File: src/hdl/pdg_consts.svh
// offsets, field positions, masks and reset values for the dead-time fault guard
`ifndef PDG_CONSTS_SVH
`define PDG_CONSTS_SVH
`define PDG_ADR_DT_CFG 4'h0
`define PDG_ADR_CUR_REF 4'h1
`define PDG_ADR_VOLT_REF 4'h2
`define PDG_ADR_PROT_EN 4'h3
`define PDG_ADR_PIN_DB 4'h4
`define PDG_ADR_AMP_TRIM 4'h5
`define PDG_ADR_VCMP_TRIM 4'h6
`define PDG_ADR_CCMP_TRIM 4'h7
`define PDG_ADR_CMP_OUT 4'h8
`define PDG_ADR_IRQ_FLAGS 4'h9
`define PDG_ADR_PAIR_CTL 4'hA
`define PDG_MASK_DT_CFG 8'h1F
`define PDG_MASK_VOLT_REF 8'h3F
`define PDG_MASK_PIN_DB 8'hEF
`define PDG_MASK_CMP_OUT 8'h07
`define PDG_MASK_IRQ 8'h03
`define PDG_MASK_PAIR 8'h03
`define PDG_RST_TRIM 8'h20
`define PDG_RST_ZERO 8'h00
`define PDG_DTP_LSB 3
`define PDG_DBV_LSB 0
`define PDG_DBC_LSB 2
`define PDG_BIT_CUR_MEN 7
`define PDG_BIT_VOLT_MEN 6
`define PDG_BIT_LO_CUR 5
`define PDG_BIT_HI_CUR 4
`define PDG_BIT_LO_VOLT 3
`define PDG_BIT_HI_VOLT 2
`define PDG_BIT_CUR_HYST 1
`define PDG_BIT_VOLT_HYST 0
`define PDG_BIT_AMP_POL 7
`define PDG_BIT_VPIN_EN 6
`define PDG_BIT_CPIN_EN 5
`define PDG_BIT_TRIM_MODE 7
`define PDG_BIT_TRIM_REF 6
`endif

File: src/hdl/pdg_pkg.sv
// types for the dead-time fault guard
package pdg_pkg;
   typedef logic [7:0] pdg_byte_t;
   typedef logic [5:0] pdg_cnt_t;
   typedef enum logic [2:0] {
      PDG_WB_IDLE = 3'b001,
      PDG_WB_ACK = 3'b010,
      PDG_WB_DONE = 3'b100
   } pdg_wb_state_t;
endpackage : pdg_pkg

File: src/hdl/pdg_guard.sv
// dead-time insertion and fault gating for a complementary drive pair
// How it works
// - dead-time clock is clock divided 1/2/4/8
// - code n gives n+1 dead-time periods
// - dead time on rising edge, pair only
// - pair from timer1 pwm; high-side low-active
// - voltage fault when input exceeds 6-bit reference
// - current fault when input exceeds 8-bit reference
// - fault forces high-side high, low-side low
// - each fault event sets own flag
// - outputs follow pwm again when fault clears
// - current reference code is full byte
// - voltage reference code is 6-bit field
// - current master off disables current path
// - voltage master off disables voltage path
// - low-side current gate needs both enables
// - high-side current gate needs both enables
// - low-side voltage gate needs both enables
// - high-side voltage gate needs both enables
// - hysteresis enables for both comparators
// - amplifier mode bit selects polarity
// - pin-control bits enable sense pins
// - current debounce 0/16/32/64 clocks
// - amplifier trim mode bit
// - amplifier trim reference select bit
// - unimplemented bits read zero, ignore writes
//
// The address map and the Wishbone register port were left to the implementer.
`timescale 1ns/100ps
`include "pdg_consts.svh"
module pdg_guard (
   input wire logic clk_i,
   input wire logic rst_i,
   input wire logic ce_i,
   input wire logic cyc_i,
   input wire logic stb_i,
   input wire logic we_i,
   input wire logic [5:2] adr_i,
   input wire logic [3:0] sel_i,
   input wire logic [31:0] dat_i,
   output logic [31:0] dat_o,
   output logic ack_o,
   input wire logic timer1_pwm_out_i,
   input wire logic volt_cmp_raw_i,
   input wire logic cur_cmp_raw_i,
   input wire logic amp_raw_i,
   output logic high_side_drive_o,
   output logic low_side_drive_o,
   output pdg_pkg::pdg_byte_t current_ref_code_o,
   output logic [5:0] voltage_ref_code_o,
   output pdg_pkg::pdg_byte_t analog_ctl_o,
   output pdg_pkg::pdg_byte_t amp_trim_o,
   output pdg_pkg::pdg_byte_t voltage_trim_o,
   output pdg_pkg::pdg_byte_t current_trim_o
);
   import pdg_pkg::*;

   pdg_byte_t dt_cfg_reg, cur_ref_reg, volt_ref_reg, prot_en_reg, pin_db_reg;
   pdg_byte_t amp_trim_reg, vtrim_reg, ctrim_reg, pair_reg, rd_next;
   logic [1:0] irq_reg;
   pdg_wb_state_t wb_reg;
   logic [2:0] vsync_reg, csync_reg, async_reg;
   logic vq_reg, cq_reg, vq_d_reg, cq_d_reg;
   pdg_cnt_t vcnt_reg, ccnt_reg;
   logic [2:0] pre_reg;
   logic [2:0] dcnt_reg;
   logic dt_busy_reg, pwm_d_reg, dt_tick, pwm_rise, dt_last;
   logic wr_hit, volt_on, cur_on, force_hi, force_lo, pair_both, hi_raw, lo_raw;

   // limit for debounce code: 00 none, else 2^(code+3)-1 clocks
   function automatic pdg_cnt_t db_limit(input logic [1:0] code);
      case (code)
         2'b01: db_limit = 6'd15;
         2'b10: db_limit = 6'd31;
         2'b11: db_limit = 6'd63;
         default: db_limit = 6'd0;
      endcase
   endfunction : db_limit

   // write merge honouring lane 0 and the implemented-bit mask
   function automatic pdg_byte_t wr_merge(input pdg_byte_t old, input pdg_byte_t msk,
                                          input logic en, input pdg_byte_t d);
      wr_merge = en ? (d & msk) : old;
   endfunction : wr_merge

   assign wr_hit = cyc_i && stb_i && we_i && sel_i[0] && (wb_reg == PDG_WB_IDLE) && ce_i;

   // wishbone slave: ack one cycle after request, then a one-cycle gap
   always_ff @(posedge clk_i)
   begin
      if (rst_i)
      begin
         wb_reg <= PDG_WB_IDLE;
         ack_o <= 1'b0;
         dat_o <= 32'h0000_0000;
      end
      else if (ce_i)
      begin
         case (wb_reg)
            PDG_WB_IDLE:
            begin
               if (cyc_i && stb_i)
               begin
                  wb_reg <= PDG_WB_ACK;
                  ack_o <= 1'b1;
                  dat_o <= {24'h00_0000, rd_next};
               end
            end
            PDG_WB_ACK:
            begin
               wb_reg <= PDG_WB_DONE;
               ack_o <= 1'b0;
            end
            PDG_WB_DONE:
               wb_reg <= PDG_WB_IDLE;
            default:
            begin
               wb_reg <= PDG_WB_IDLE;
               ack_o <= 1'b0;
            end
         endcase
      end
   end

   always_comb
   begin
      case ({adr_i, 2'b00})
         {`PDG_ADR_DT_CFG, 2'b00}: rd_next = dt_cfg_reg;
         {`PDG_ADR_CUR_REF, 2'b00}: rd_next = cur_ref_reg;
         {`PDG_ADR_VOLT_REF, 2'b00}: rd_next = volt_ref_reg;
         {`PDG_ADR_PROT_EN, 2'b00}: rd_next = prot_en_reg;
         {`PDG_ADR_PIN_DB, 2'b00}: rd_next = pin_db_reg;
         {`PDG_ADR_AMP_TRIM, 2'b00}: rd_next = amp_trim_reg;
         {`PDG_ADR_VCMP_TRIM, 2'b00}: rd_next = vtrim_reg;
         {`PDG_ADR_CCMP_TRIM, 2'b00}: rd_next = ctrim_reg;
         {`PDG_ADR_CMP_OUT, 2'b00}: rd_next = {5'b0_0000, async_reg[2], csync_reg[2],
                                               vsync_reg[2]};
         {`PDG_ADR_IRQ_FLAGS, 2'b00}: rd_next = {6'b00_0000, irq_reg};
         {`PDG_ADR_PAIR_CTL, 2'b00}: rd_next = pair_reg;
         default: rd_next = `PDG_RST_ZERO;
      endcase
   end

   // configuration registers; masks drop unimplemented bits
   always_ff @(posedge clk_i)
   begin
      if (rst_i)
      begin
         dt_cfg_reg <= `PDG_RST_ZERO;
         cur_ref_reg <= `PDG_RST_ZERO;
         volt_ref_reg <= `PDG_RST_ZERO;
         prot_en_reg <= `PDG_RST_ZERO;
         pin_db_reg <= `PDG_RST_ZERO;
         amp_trim_reg <= `PDG_RST_TRIM;
         vtrim_reg <= `PDG_RST_TRIM;
         ctrim_reg <= `PDG_RST_TRIM;
         pair_reg <= `PDG_RST_ZERO;
      end
      else
      begin
         dt_cfg_reg <= wr_merge(dt_cfg_reg, `PDG_MASK_DT_CFG,
                                wr_hit && adr_i == `PDG_ADR_DT_CFG, dat_i[7:0]);
         cur_ref_reg <= wr_merge(cur_ref_reg, 8'hFF,
                                 wr_hit && adr_i == `PDG_ADR_CUR_REF, dat_i[7:0]);
         volt_ref_reg <= wr_merge(volt_ref_reg, `PDG_MASK_VOLT_REF,
                                  wr_hit && adr_i == `PDG_ADR_VOLT_REF, dat_i[7:0]);
         prot_en_reg <= wr_merge(prot_en_reg, 8'hFF,
                                 wr_hit && adr_i == `PDG_ADR_PROT_EN, dat_i[7:0]);
         pin_db_reg <= wr_merge(pin_db_reg, `PDG_MASK_PIN_DB,
                                wr_hit && adr_i == `PDG_ADR_PIN_DB, dat_i[7:0]);
         amp_trim_reg <= wr_merge(amp_trim_reg, 8'hFF,
                                  wr_hit && adr_i == `PDG_ADR_AMP_TRIM, dat_i[7:0]);
         vtrim_reg <= wr_merge(vtrim_reg, 8'hFF,
                               wr_hit && adr_i == `PDG_ADR_VCMP_TRIM, dat_i[7:0]);
         ctrim_reg <= wr_merge(ctrim_reg, 8'hFF,
                               wr_hit && adr_i == `PDG_ADR_CCMP_TRIM, dat_i[7:0]);
         pair_reg <= wr_merge(pair_reg, `PDG_MASK_PAIR,
                              wr_hit && adr_i == `PDG_ADR_PAIR_CTL, dat_i[7:0]);
      end
   end

   // master enables and pin enables gate each path
   assign cur_on = prot_en_reg[`PDG_BIT_CUR_MEN] && pin_db_reg[`PDG_BIT_CPIN_EN];
   assign volt_on = prot_en_reg[`PDG_BIT_VOLT_MEN] && pin_db_reg[`PDG_BIT_VPIN_EN];

   // three-flop synchronisers; stage 0 feeds stage 1 only
   always_ff @(posedge clk_i)
   begin
      if (rst_i)
      begin
         vsync_reg <= 3'b000;
         csync_reg <= 3'b000;
         async_reg <= 3'b000;
      end
      else if (ce_i)
      begin
         vsync_reg <= {vsync_reg[1], vsync_reg[0], volt_cmp_raw_i};
         csync_reg <= {csync_reg[1], csync_reg[0], cur_cmp_raw_i};
         async_reg <= {async_reg[1], async_reg[0], amp_raw_i};
      end
   end

   // voltage debounce: qualified level changes after stable run
   always_ff @(posedge clk_i)
   begin
      if (rst_i || !volt_on)
      begin
         vcnt_reg <= 6'd0;
         vq_reg <= 1'b0;
      end
      else if (ce_i)
      begin
         if (vsync_reg[2] == vq_reg)
            vcnt_reg <= 6'd0;
         else if (vcnt_reg >= db_limit(pin_db_reg[`PDG_DBV_LSB +: 2]))
         begin
            vq_reg <= vsync_reg[2];
            vcnt_reg <= 6'd0;
         end
         else
            vcnt_reg <= vcnt_reg + 6'd1;
      end
   end

   always_ff @(posedge clk_i)
   begin
      if (rst_i || !cur_on)
      begin
         ccnt_reg <= 6'd0;
         cq_reg <= 1'b0;
      end
      else if (ce_i)
      begin
         if (csync_reg[2] == cq_reg)
            ccnt_reg <= 6'd0;
         else if (ccnt_reg >= db_limit(pin_db_reg[`PDG_DBC_LSB +: 2]))
         begin
            cq_reg <= csync_reg[2];
            ccnt_reg <= 6'd0;
         end
         else
            ccnt_reg <= ccnt_reg + 6'd1;
      end
   end

   // sticky flags, set wins over write-one-to-clear
   always_ff @(posedge clk_i)
   begin
      if (rst_i)
      begin
         vq_d_reg <= 1'b0;
         cq_d_reg <= 1'b0;
         irq_reg <= 2'b00;
      end
      else if (ce_i)
      begin
         vq_d_reg <= vq_reg;
         cq_d_reg <= cq_reg;
         irq_reg[0] <= (vq_reg && !vq_d_reg) ||
                       (irq_reg[0] && !(wr_hit && adr_i == `PDG_ADR_IRQ_FLAGS && dat_i[0]));
         irq_reg[1] <= (cq_reg && !cq_d_reg) ||
                       (irq_reg[1] && !(wr_hit && adr_i == `PDG_ADR_IRQ_FLAGS && dat_i[1]));
      end
   end

   // prescaler: tick every 1,2,4 or 8 clocks
   always_ff @(posedge clk_i)
   begin
      if (rst_i)
         pre_reg <= 3'd0;
      // restart on a pwm rising edge so the dead time is whole prescaled periods
      else if (ce_i && pwm_rise)
         pre_reg <= 3'd0;
      else if (ce_i)
         pre_reg <= pre_reg + 3'd1;
   end
   always_comb
   begin
      case (dt_cfg_reg[`PDG_DTP_LSB +: 2])
         2'b01: dt_tick = (pre_reg[0] == 1'b1);
         2'b10: dt_tick = (pre_reg[1:0] == 2'b11);
         2'b11: dt_tick = (pre_reg == 3'b111);
         default: dt_tick = 1'b1;
      endcase
   end

   // pair in use when both outputs selected
   assign pair_both = (pair_reg[1:0] == 2'b11);
   assign pwm_rise = pair_both && timer1_pwm_out_i && !pwm_d_reg;
   // last prescaled tick of the dead time
   assign dt_last = dt_busy_reg && dt_tick && (dcnt_reg == 3'd0);

   // dead-time counter restarted on every pwm rising edge while the pair is selected
   always_ff @(posedge clk_i)
   begin
      if (rst_i)
      begin
         pwm_d_reg <= 1'b0;
         dt_busy_reg <= 1'b0;
         dcnt_reg <= 3'd0;
      end
      else if (ce_i)
      begin
         pwm_d_reg <= timer1_pwm_out_i;
         if (pwm_rise)
         begin
            dt_busy_reg <= 1'b1;
            dcnt_reg <= dt_cfg_reg[2:0];
         end
         else if (dt_busy_reg && dt_tick)
         begin
            if (dcnt_reg == 3'd0)
               dt_busy_reg <= 1'b0;
            else
               dcnt_reg <= dcnt_reg - 3'd1;
         end
      end
   end

   assign force_lo = (cq_reg && prot_en_reg[`PDG_BIT_LO_CUR]) ||
                     (vq_reg && prot_en_reg[`PDG_BIT_LO_VOLT]);
   assign force_hi = (cq_reg && prot_en_reg[`PDG_BIT_HI_CUR]) ||
                     (vq_reg && prot_en_reg[`PDG_BIT_HI_VOLT]);
   // high side active low; dead time holds it off from the rising edge itself
   // up to the last tick, so the gap is n+1 prescaled periods
   assign hi_raw = !(timer1_pwm_out_i && !pwm_rise && (!dt_busy_reg || dt_last));
   assign lo_raw = !timer1_pwm_out_i;

   // forced off levels while fault, pwm otherwise
   always_ff @(posedge clk_i)
   begin
      if (rst_i)
      begin
         high_side_drive_o <= 1'b1;
         low_side_drive_o <= 1'b0;
      end
      else if (ce_i)
      begin
         high_side_drive_o <= force_hi ? 1'b1 : hi_raw;
         low_side_drive_o <= force_lo ? 1'b0 : lo_raw;
      end
   end

   always_ff @(posedge clk_i)
   begin
      if (rst_i)
      begin
         current_ref_code_o <= `PDG_RST_ZERO;
         voltage_ref_code_o <= 6'd0;
         analog_ctl_o <= `PDG_RST_ZERO;
         amp_trim_o <= `PDG_RST_TRIM;
         voltage_trim_o <= `PDG_RST_TRIM;
         current_trim_o <= `PDG_RST_TRIM;
      end
      else if (ce_i)
      begin
         current_ref_code_o <= cur_ref_reg;
         voltage_ref_code_o <= volt_ref_reg[5:0];
         analog_ctl_o <= {pin_db_reg[`PDG_BIT_AMP_POL], pin_db_reg[`PDG_BIT_VPIN_EN],
                          pin_db_reg[`PDG_BIT_CPIN_EN], 1'b0,
                          prot_en_reg[`PDG_BIT_CUR_MEN], prot_en_reg[`PDG_BIT_VOLT_MEN],
                          prot_en_reg[`PDG_BIT_CUR_HYST], prot_en_reg[`PDG_BIT_VOLT_HYST]};
         amp_trim_o <= amp_trim_reg;
         voltage_trim_o <= vtrim_reg;
         current_trim_o <= ctrim_reg;
      end
   end
endmodule : pdg_guard

File: config.mk
export PLATFORM = sky130hd
export DESIGN_NAME = pdg_guard
export DESIGN_NICKNAME = d
export VERILOG_FILES = /design/src/hdl/pdg_pkg.sv /design/src/hdl/pdg_guard.sv
export VERILOG_INCLUDE_DIRS = /design/src /design/src/hdl
export SDC_FILE = /design/constraint.sdc
export NUM_CORES = 1
export LEC_CHECK = 0
export ABC_AREA = 1
export BUFFER_PORTS_ARGS = -buffer_cell sky130_fd_sc_hd__buf_2
export CORE_MARGIN = 8
export CORE_UTILIZATION = 35
export DETAILED_ROUTE_END_ITERATION = 10
export PLACE_DENSITY = 0.68
export SYNTH_ARGS = -nofsm -noshare
export SYNTH_HDL_FRONTEND = slang
export SYNTH_SLANG_ARGS = --single-unit
File: constraint.sdc
create_clock -name clk_i -period 1.4 [get_ports clk_i]
set_clock_uncertainty 0.1 [all_clocks]
set_input_delay 0.07 -clock clk_i [delete_from_list [all_inputs] [get_ports clk_i]]
set_output_delay 0.07 -clock clk_i [all_outputs]
set_load 0.02 [all_outputs]
* Yosys cells after proc, flatten, opt, wreduce, memory -nomap -nowiden
Index checks and enable logic that the tools add are counted.
Storage, ports and cells: bits in registers 154, bits of input ports 50, output and inout bits 81, logic and storage cells 162
Operators by class: add/sub/neg operators 4, magnitude comparators 2, equality and inequality tests 29, multiplexer cells 26, bitwise gates (word level) 3, reduce and logical (&&, ||, !) cells 64
Operator list (count):
- $pmux W8 S11 | 1
- $mux W6 | 10
- $pmux W6 S3 | 2
- $logic_and A1 B1 Y1 | 34
- $reduce_and A3 Y1 | 6
- $eq A2 B2 Y1 const B | 8
- $eq A4 B3 Y1 const B | 4
- $add A6 B1 Y6 const B | 2
- $eq A4 B4 Y1 const B | 3
- $ge A6 B6 Y1 | 2
- $mux W3 | 4
- $logic_not A1 Y1 | 11
- $eq A4 B2 Y1 const B | 2
- $logic_or A1 B1 Y1 | 7
- $eq A2 B1 Y1 const B | 3
- $eq A3 B3 Y1 const B | 2
- $mux W1 | 6
- $pmux W3 S2 | 1
- $eq A4 B1 Y1 const B | 1
- $logic_not A4 Y1 | 1
- $ne A2 B2 Y1 const B | 2
- $reduce_bool A2 Y1 | 2
- $add A3 B1 Y3 const B | 1
- $eq A3 B1 Y1 const B | 1
- 9 further kinds | 12

* Longest topological paths before layout
depth after elaboration 10, depth in mapped cells 11, depth with buffers taken out 11

* Worst setup path after synthesis
Ideal clock, no wire load.
kind register to register, from reg wb_reg[2], to reg amp_trim_reg[7], library setup time 119 ps, arrival time 1316 ps, required time 1181 ps, slack -135 ps, cell stages (with the launch flop) 8, buffers on the path 1, period minus slack after synthesis 1535 ps, cells stage by stage dfxtp_1 -> inv_1 -> nand3_1 -> nor3_4 -> nand3_1 -> buf_2 -> o21ai_0 -> a21oi_1
On the way: cells in the longest elaborated chain, start to end 4
Ends and longest elaborated chain:
- start, declared | RTL line pdg_guard.sv:61 | pdg_wb_state_t wb_reg;
- start signal, assigned | RTL line pdg_guard.sv:93 | wb_reg <= PDG_WB_IDLE;
- start signal, assigned | RTL line pdg_guard.sv:104 | wb_reg <= PDG_WB_ACK;
- start signal, assigned | RTL line pdg_guard.sv:111 | wb_reg <= PDG_WB_DONE;
- $eq A3 B1 Y1 | RTL line pdg_guard.sv:86 | assign wr_hit = cyc_i && stb_i && we_i && sel_i[0] && (wb_reg == PDG_WB_IDLE) && ce_i;
- $logic_and A1 B1 Y1 (2 in a row) | RTL line pdg_guard.sv:86
- $logic_and A1 B1 Y1 (no line)
- end signal, assigned | RTL line pdg_guard.sv:154 | amp_trim_reg <= `PDG_RST_TRIM;
- end signal, assigned | RTL line pdg_guard.sv:171 | amp_trim_reg <= wr_merge(amp_trim_reg, 8'hFF,
- end, declared | RTL line pdg_guard.sv:59 | pdg_byte_t amp_trim_reg, vtrim_reg, ctrim_reg, pair_reg, rd_next;
No other way between the ends. A chain may end at the register's enable or synchronous reset.

* Worst setup path in the final report
from reg pin_db_reg[3], to reg cq_reg
On the way: cells in the longest elaborated chain, start to end 7, elaborated cells on any way between the ends 9, classes of those cells order compare: 1; eq/ne: 3; mux: 4; reduce/logical: 1
Ends and longest elaborated chain:
- start, declared | RTL line pdg_guard.sv:58 | pdg_byte_t dt_cfg_reg, cur_ref_reg, volt_ref_reg, prot_en_reg, pin_db_reg;
- start signal, assigned | RTL line pdg_guard.sv:153 | pin_db_reg <= `PDG_RST_ZERO;
- start signal, assigned | RTL line pdg_guard.sv:169 | pin_db_reg <= wr_merge(pin_db_reg, `PDG_MASK_PIN_DB,
- $eq A2 B2 Y1 / $eq A2 B1 Y1 (equally long branches) | RTL line pdg_guard.sv:72 | case (code)
- $pmux W6 S3 * | RTL line pdg_guard.sv:72
- $mux W6 * | RTL line pdg_guard.sv:234 | if (csync_reg[2] == cq_reg)
- $mux W6 * | RTL line pdg_guard.sv:232 | else if (ce_i)
- $mux W6 * | RTL line pdg_guard.sv:227 | if (rst_i || !cur_on)
- $ge A6 B6 Y1 * | RTL line pdg_guard.sv:236 | else if (ccnt_reg >= db_limit(pin_db_reg[`PDG_DBC_LSB +: 2]))
- $reduce_and A3 Y1 (no line) *
- end signal, assigned | RTL line pdg_guard.sv:238 | cq_reg <= csync_reg[2];
- end, declared | RTL line pdg_guard.sv:63 | logic vq_reg, cq_reg, vq_d_reg, cq_d_reg;
Mark *: on every way between the ends. The rest lies on a longest branch, timed or not. The select of a mux whose other input is x is not followed.

==> impl_metrics.json <==
{
  "worst_pin_slew_ns": 0.511,
  "area_growth_pct": 36.1,
  "die_h_um": 155,
  "utilization_pct": 48.0,
  "die_w_um": 155,
  "vias": 6749,
  "clock_latency_ns": 0.43,
  "syn_area_per_cell_um2": 7.26,
  "powerDensity_mw_per_mm2": 1080,
  "synth_most_common_cell": "nand2_1",
  "cp_num_cells": 11,
  "fin_area_mm2": 0.00922,
  "grt_start_max_net_pins": 108,
  "track_usage_pct": 16.4,
  "nNetsFinal": 1149,
  "critPathLaunch": "pin_db_reg[3]$_SDFFE_PP0P_",
  "cts_tree": "done",
  "clock_path_buffers": 2,
  "slew_headroom_pct": 65.7,
  "failed_checks": "negative setup slack",
  "cts.sinks": 154,
  "async_flop_share_pct": 0,
  "netlist_area_mm2": 0.00677,
  "worstPathCellList": "inv_2, ha_4, nand2_4, inv_2, nand2_1, nor2_1, nand2_2, nand2_2, nand3_2, nand2_1, nor2_1",
  "crit_buf_inv": 2,
  "crit_slowest_cell": "dfxtp_4",
  "ys_seq_area_share_pct": 45.5,
  "required_ns": 1.62,
  "layout-drive-gt1-share_pct": 28.1,
  "antenna_found_initial": 1,
  "fin_crit_ns": 1.63,
  "ant_nets": 0,
  "crit_family": "simple AND/OR/NAND/NOR gates",
  "synth_common_cells": "159 x nand2_1, 154 x dfxtp_1, 141 x a21oi_1",
  "drt_iter0_drc": 439,
  "grt_pass1_vias": 6338,
  "synth_top_area_share_pct": 45.5,
  "r2r_cells": 11,
  "cp-start-kind": "flop",
  "synth_top_area_cell": "dfxtp_1",
  "first_pass_iters": 6,
  "core-area_mm2": 0.0192,
  "setup_violations": 85,
  "run_status": "finished with violations",
  "htree_levels": 4,
  "placed_area_mm2": 0.00786,
  "holdWs_ns": 0.0687,
  "ys.flop_type": "dfxtp_1",
  "hp-class": "in2reg",
  "vdd.ir_drop.worst_mv": 0.700,
  "via_per_inst": 4.95,
  "max_freq_ghz": 0.614,
  "slowest_delay_ns": 0.39,
  "die-area_mm2": 0.0240,
  "rows": 51,
  "finalWirelength_um": 20800,
  "dp_slack_ns": -0.177,
  "rrSetupSlack_ns": -0.23,
  "cap_violations": 0,
  "crit_fanout": 6,
  "synth_seq_cells": 154,
  "drcViolationCount": 0,
  "synth_cell_types": 26,
  "grt_setup_unrepaired": "yes",
  "port_buffers": 78,
  "grt_pass1_wl_um": 31800,
  "stdcell_count": 1363,
  "worstReg2RegStart": "pin_db_reg[3]$_SDFFE_PP0P_",
  "path_class": "reg2reg",
  "timing.critical_path.to": "cq_reg$_SDFFE_PP0P_",
  "fin_tns_setup_ns": -9.08,
  "clk_pin_slew_ns": 0.06,
  "drv_slew": 0,
  "numCtsBuffers": 17,
  "r2r_end": "cq_reg$_SDFFE_PP0P_",
  "dp_hpwl_um": 14000,
  "syn_inst": 933,
  "cp_data_arrival_time_ns": 1.85,
  "grt_overflow_total": 0,
  "place_congestion": 0.933,
  "dp.cells": 1305,
  "post-route-period-util_pct": 116,
  "fillCellCount": 1826,
  "fin_ws_ns": -0.229,
  "wl_per_cell_um": 15.3,
  "hold_viol": 0,
  "synth_edf_count": 0,
  "worstSetupEndpointType": "flop",
  "power_mw": 9.97,
  "initial_core_util_pct": 35.2,
  "power.static_leakage_nw": 3.86,
  "root_buffer": "clkbuf_16",
  "synthTopCellsByArea": "dfxtp_1 46%, a21oi_1 10%, o21ai_0 9.9%",
  "diodes": 0,
  "yosys_warnings": 0,
  "ioPinCount": 131
}
[kinds of logic (layout without fill, tap and decap cells)]
| family | count (synthesis) | after routing | synth area share, % |
|---|---|---|---|
| xor+xnor | 8 | 8 | 1.03 |
| flops | 154 | 154 | 45.5 |
| fa+ha+maj | 12 | 12 | 2.22 |
| compound gates | 281 | 281 | 21.0 |
| simple gates | 306 | 306 | 19.1 |
| other cells | 1 | 25 | 0.0554 |
| buf+inv | 171 | 312 | 11.1 |
[report_power, final]
group / internal, mW / switching, mW
registers: 4.49 / 0.0583
logic: 0.328 / 0.625
clock network: 2.70 / 1.77
[repair_timing]
item | in CTS | in global routing
hold buffers | 12 | 0
buffers inserted | 3 | 10
setup endpoints to repair | 83 | 87
resized for setup | 49 | 131
pin swaps | 8 | 31
gates cloned | 1 | 3
endpoints found under the hold margin | 53 | 0
[per-layer routing]
layer  vias up  part of all wire (%)  global-route usage (%)
met5         -                 0.038                       0
met4         2                   3.0                    8.12
met3        46                   5.3                    3.88
met2       209                    49                    27.4
met1      3147                    42                    19.5
li1       3345                     -                       -
[worst min-delay path by stage]
| stage | start | endpoint | cells past startpoint |
|---|---|---|---|
| after floorplan | amp_raw_i | async_reg[0]$_SDFFE_PP0P_ | 2 |
| after global placement | volt_cmp_raw_i | vsync_reg[0]$_SDFFE_PP0P_ | 3 |
| after detailed placement | volt_cmp_raw_i | vsync_reg[0]$_SDFFE_PP0P_ | 3 |
| after CTS | rst_i | vq_reg$_SDFFE_PP0P_ | 5 |
| after global routing | rst_i | vq_reg$_SDFFE_PP0P_ | 5 |
| final | rst_i | vq_reg$_SDFFE_PP0P_ | 5 |
[layout by cell type (no fill, tap or decap), types with 13 or more instances in the layout]
cell type,Yosys,routed
a21oi_1,141,118
a21oi_2,0,23
buf_2,6,79
buf_4,27,63
buf_6,0,15
clkbuf_16,0,18
conb_1,1,25
dfxtp_1,154,143
inv_1,99,91
nand2_1,159,140
nand2_2,0,13
nand3_1,52,40
nand4_1,13,13
nor2_1,69,66
o21ai_0,134,84
o21ai_1,0,25
o21ai_2,0,25
[area by class of cell]
cell class,instances,area (µm²),area share (%)
clock buffer,23,468,5.08
clock inverter,7,93.8,1.02
inverter,103,394,4.28
multi-input combinational,632,3480,37.7
tap,265,332,3.60
timing repair buffer,179,1350,14.6
sequential,154,3100,33.7
[worst reg2reg max path, delay by kind of cell (launching register included)]
kind | cells | cell delay (ns)
DFF | 1 | 0.39
buffers and inverters | 2 | 0.10
adders and majority gates | 1 | 0.27
and+or+nand+nor | 8 | 0.66
(Power assumes the default switching activity.)
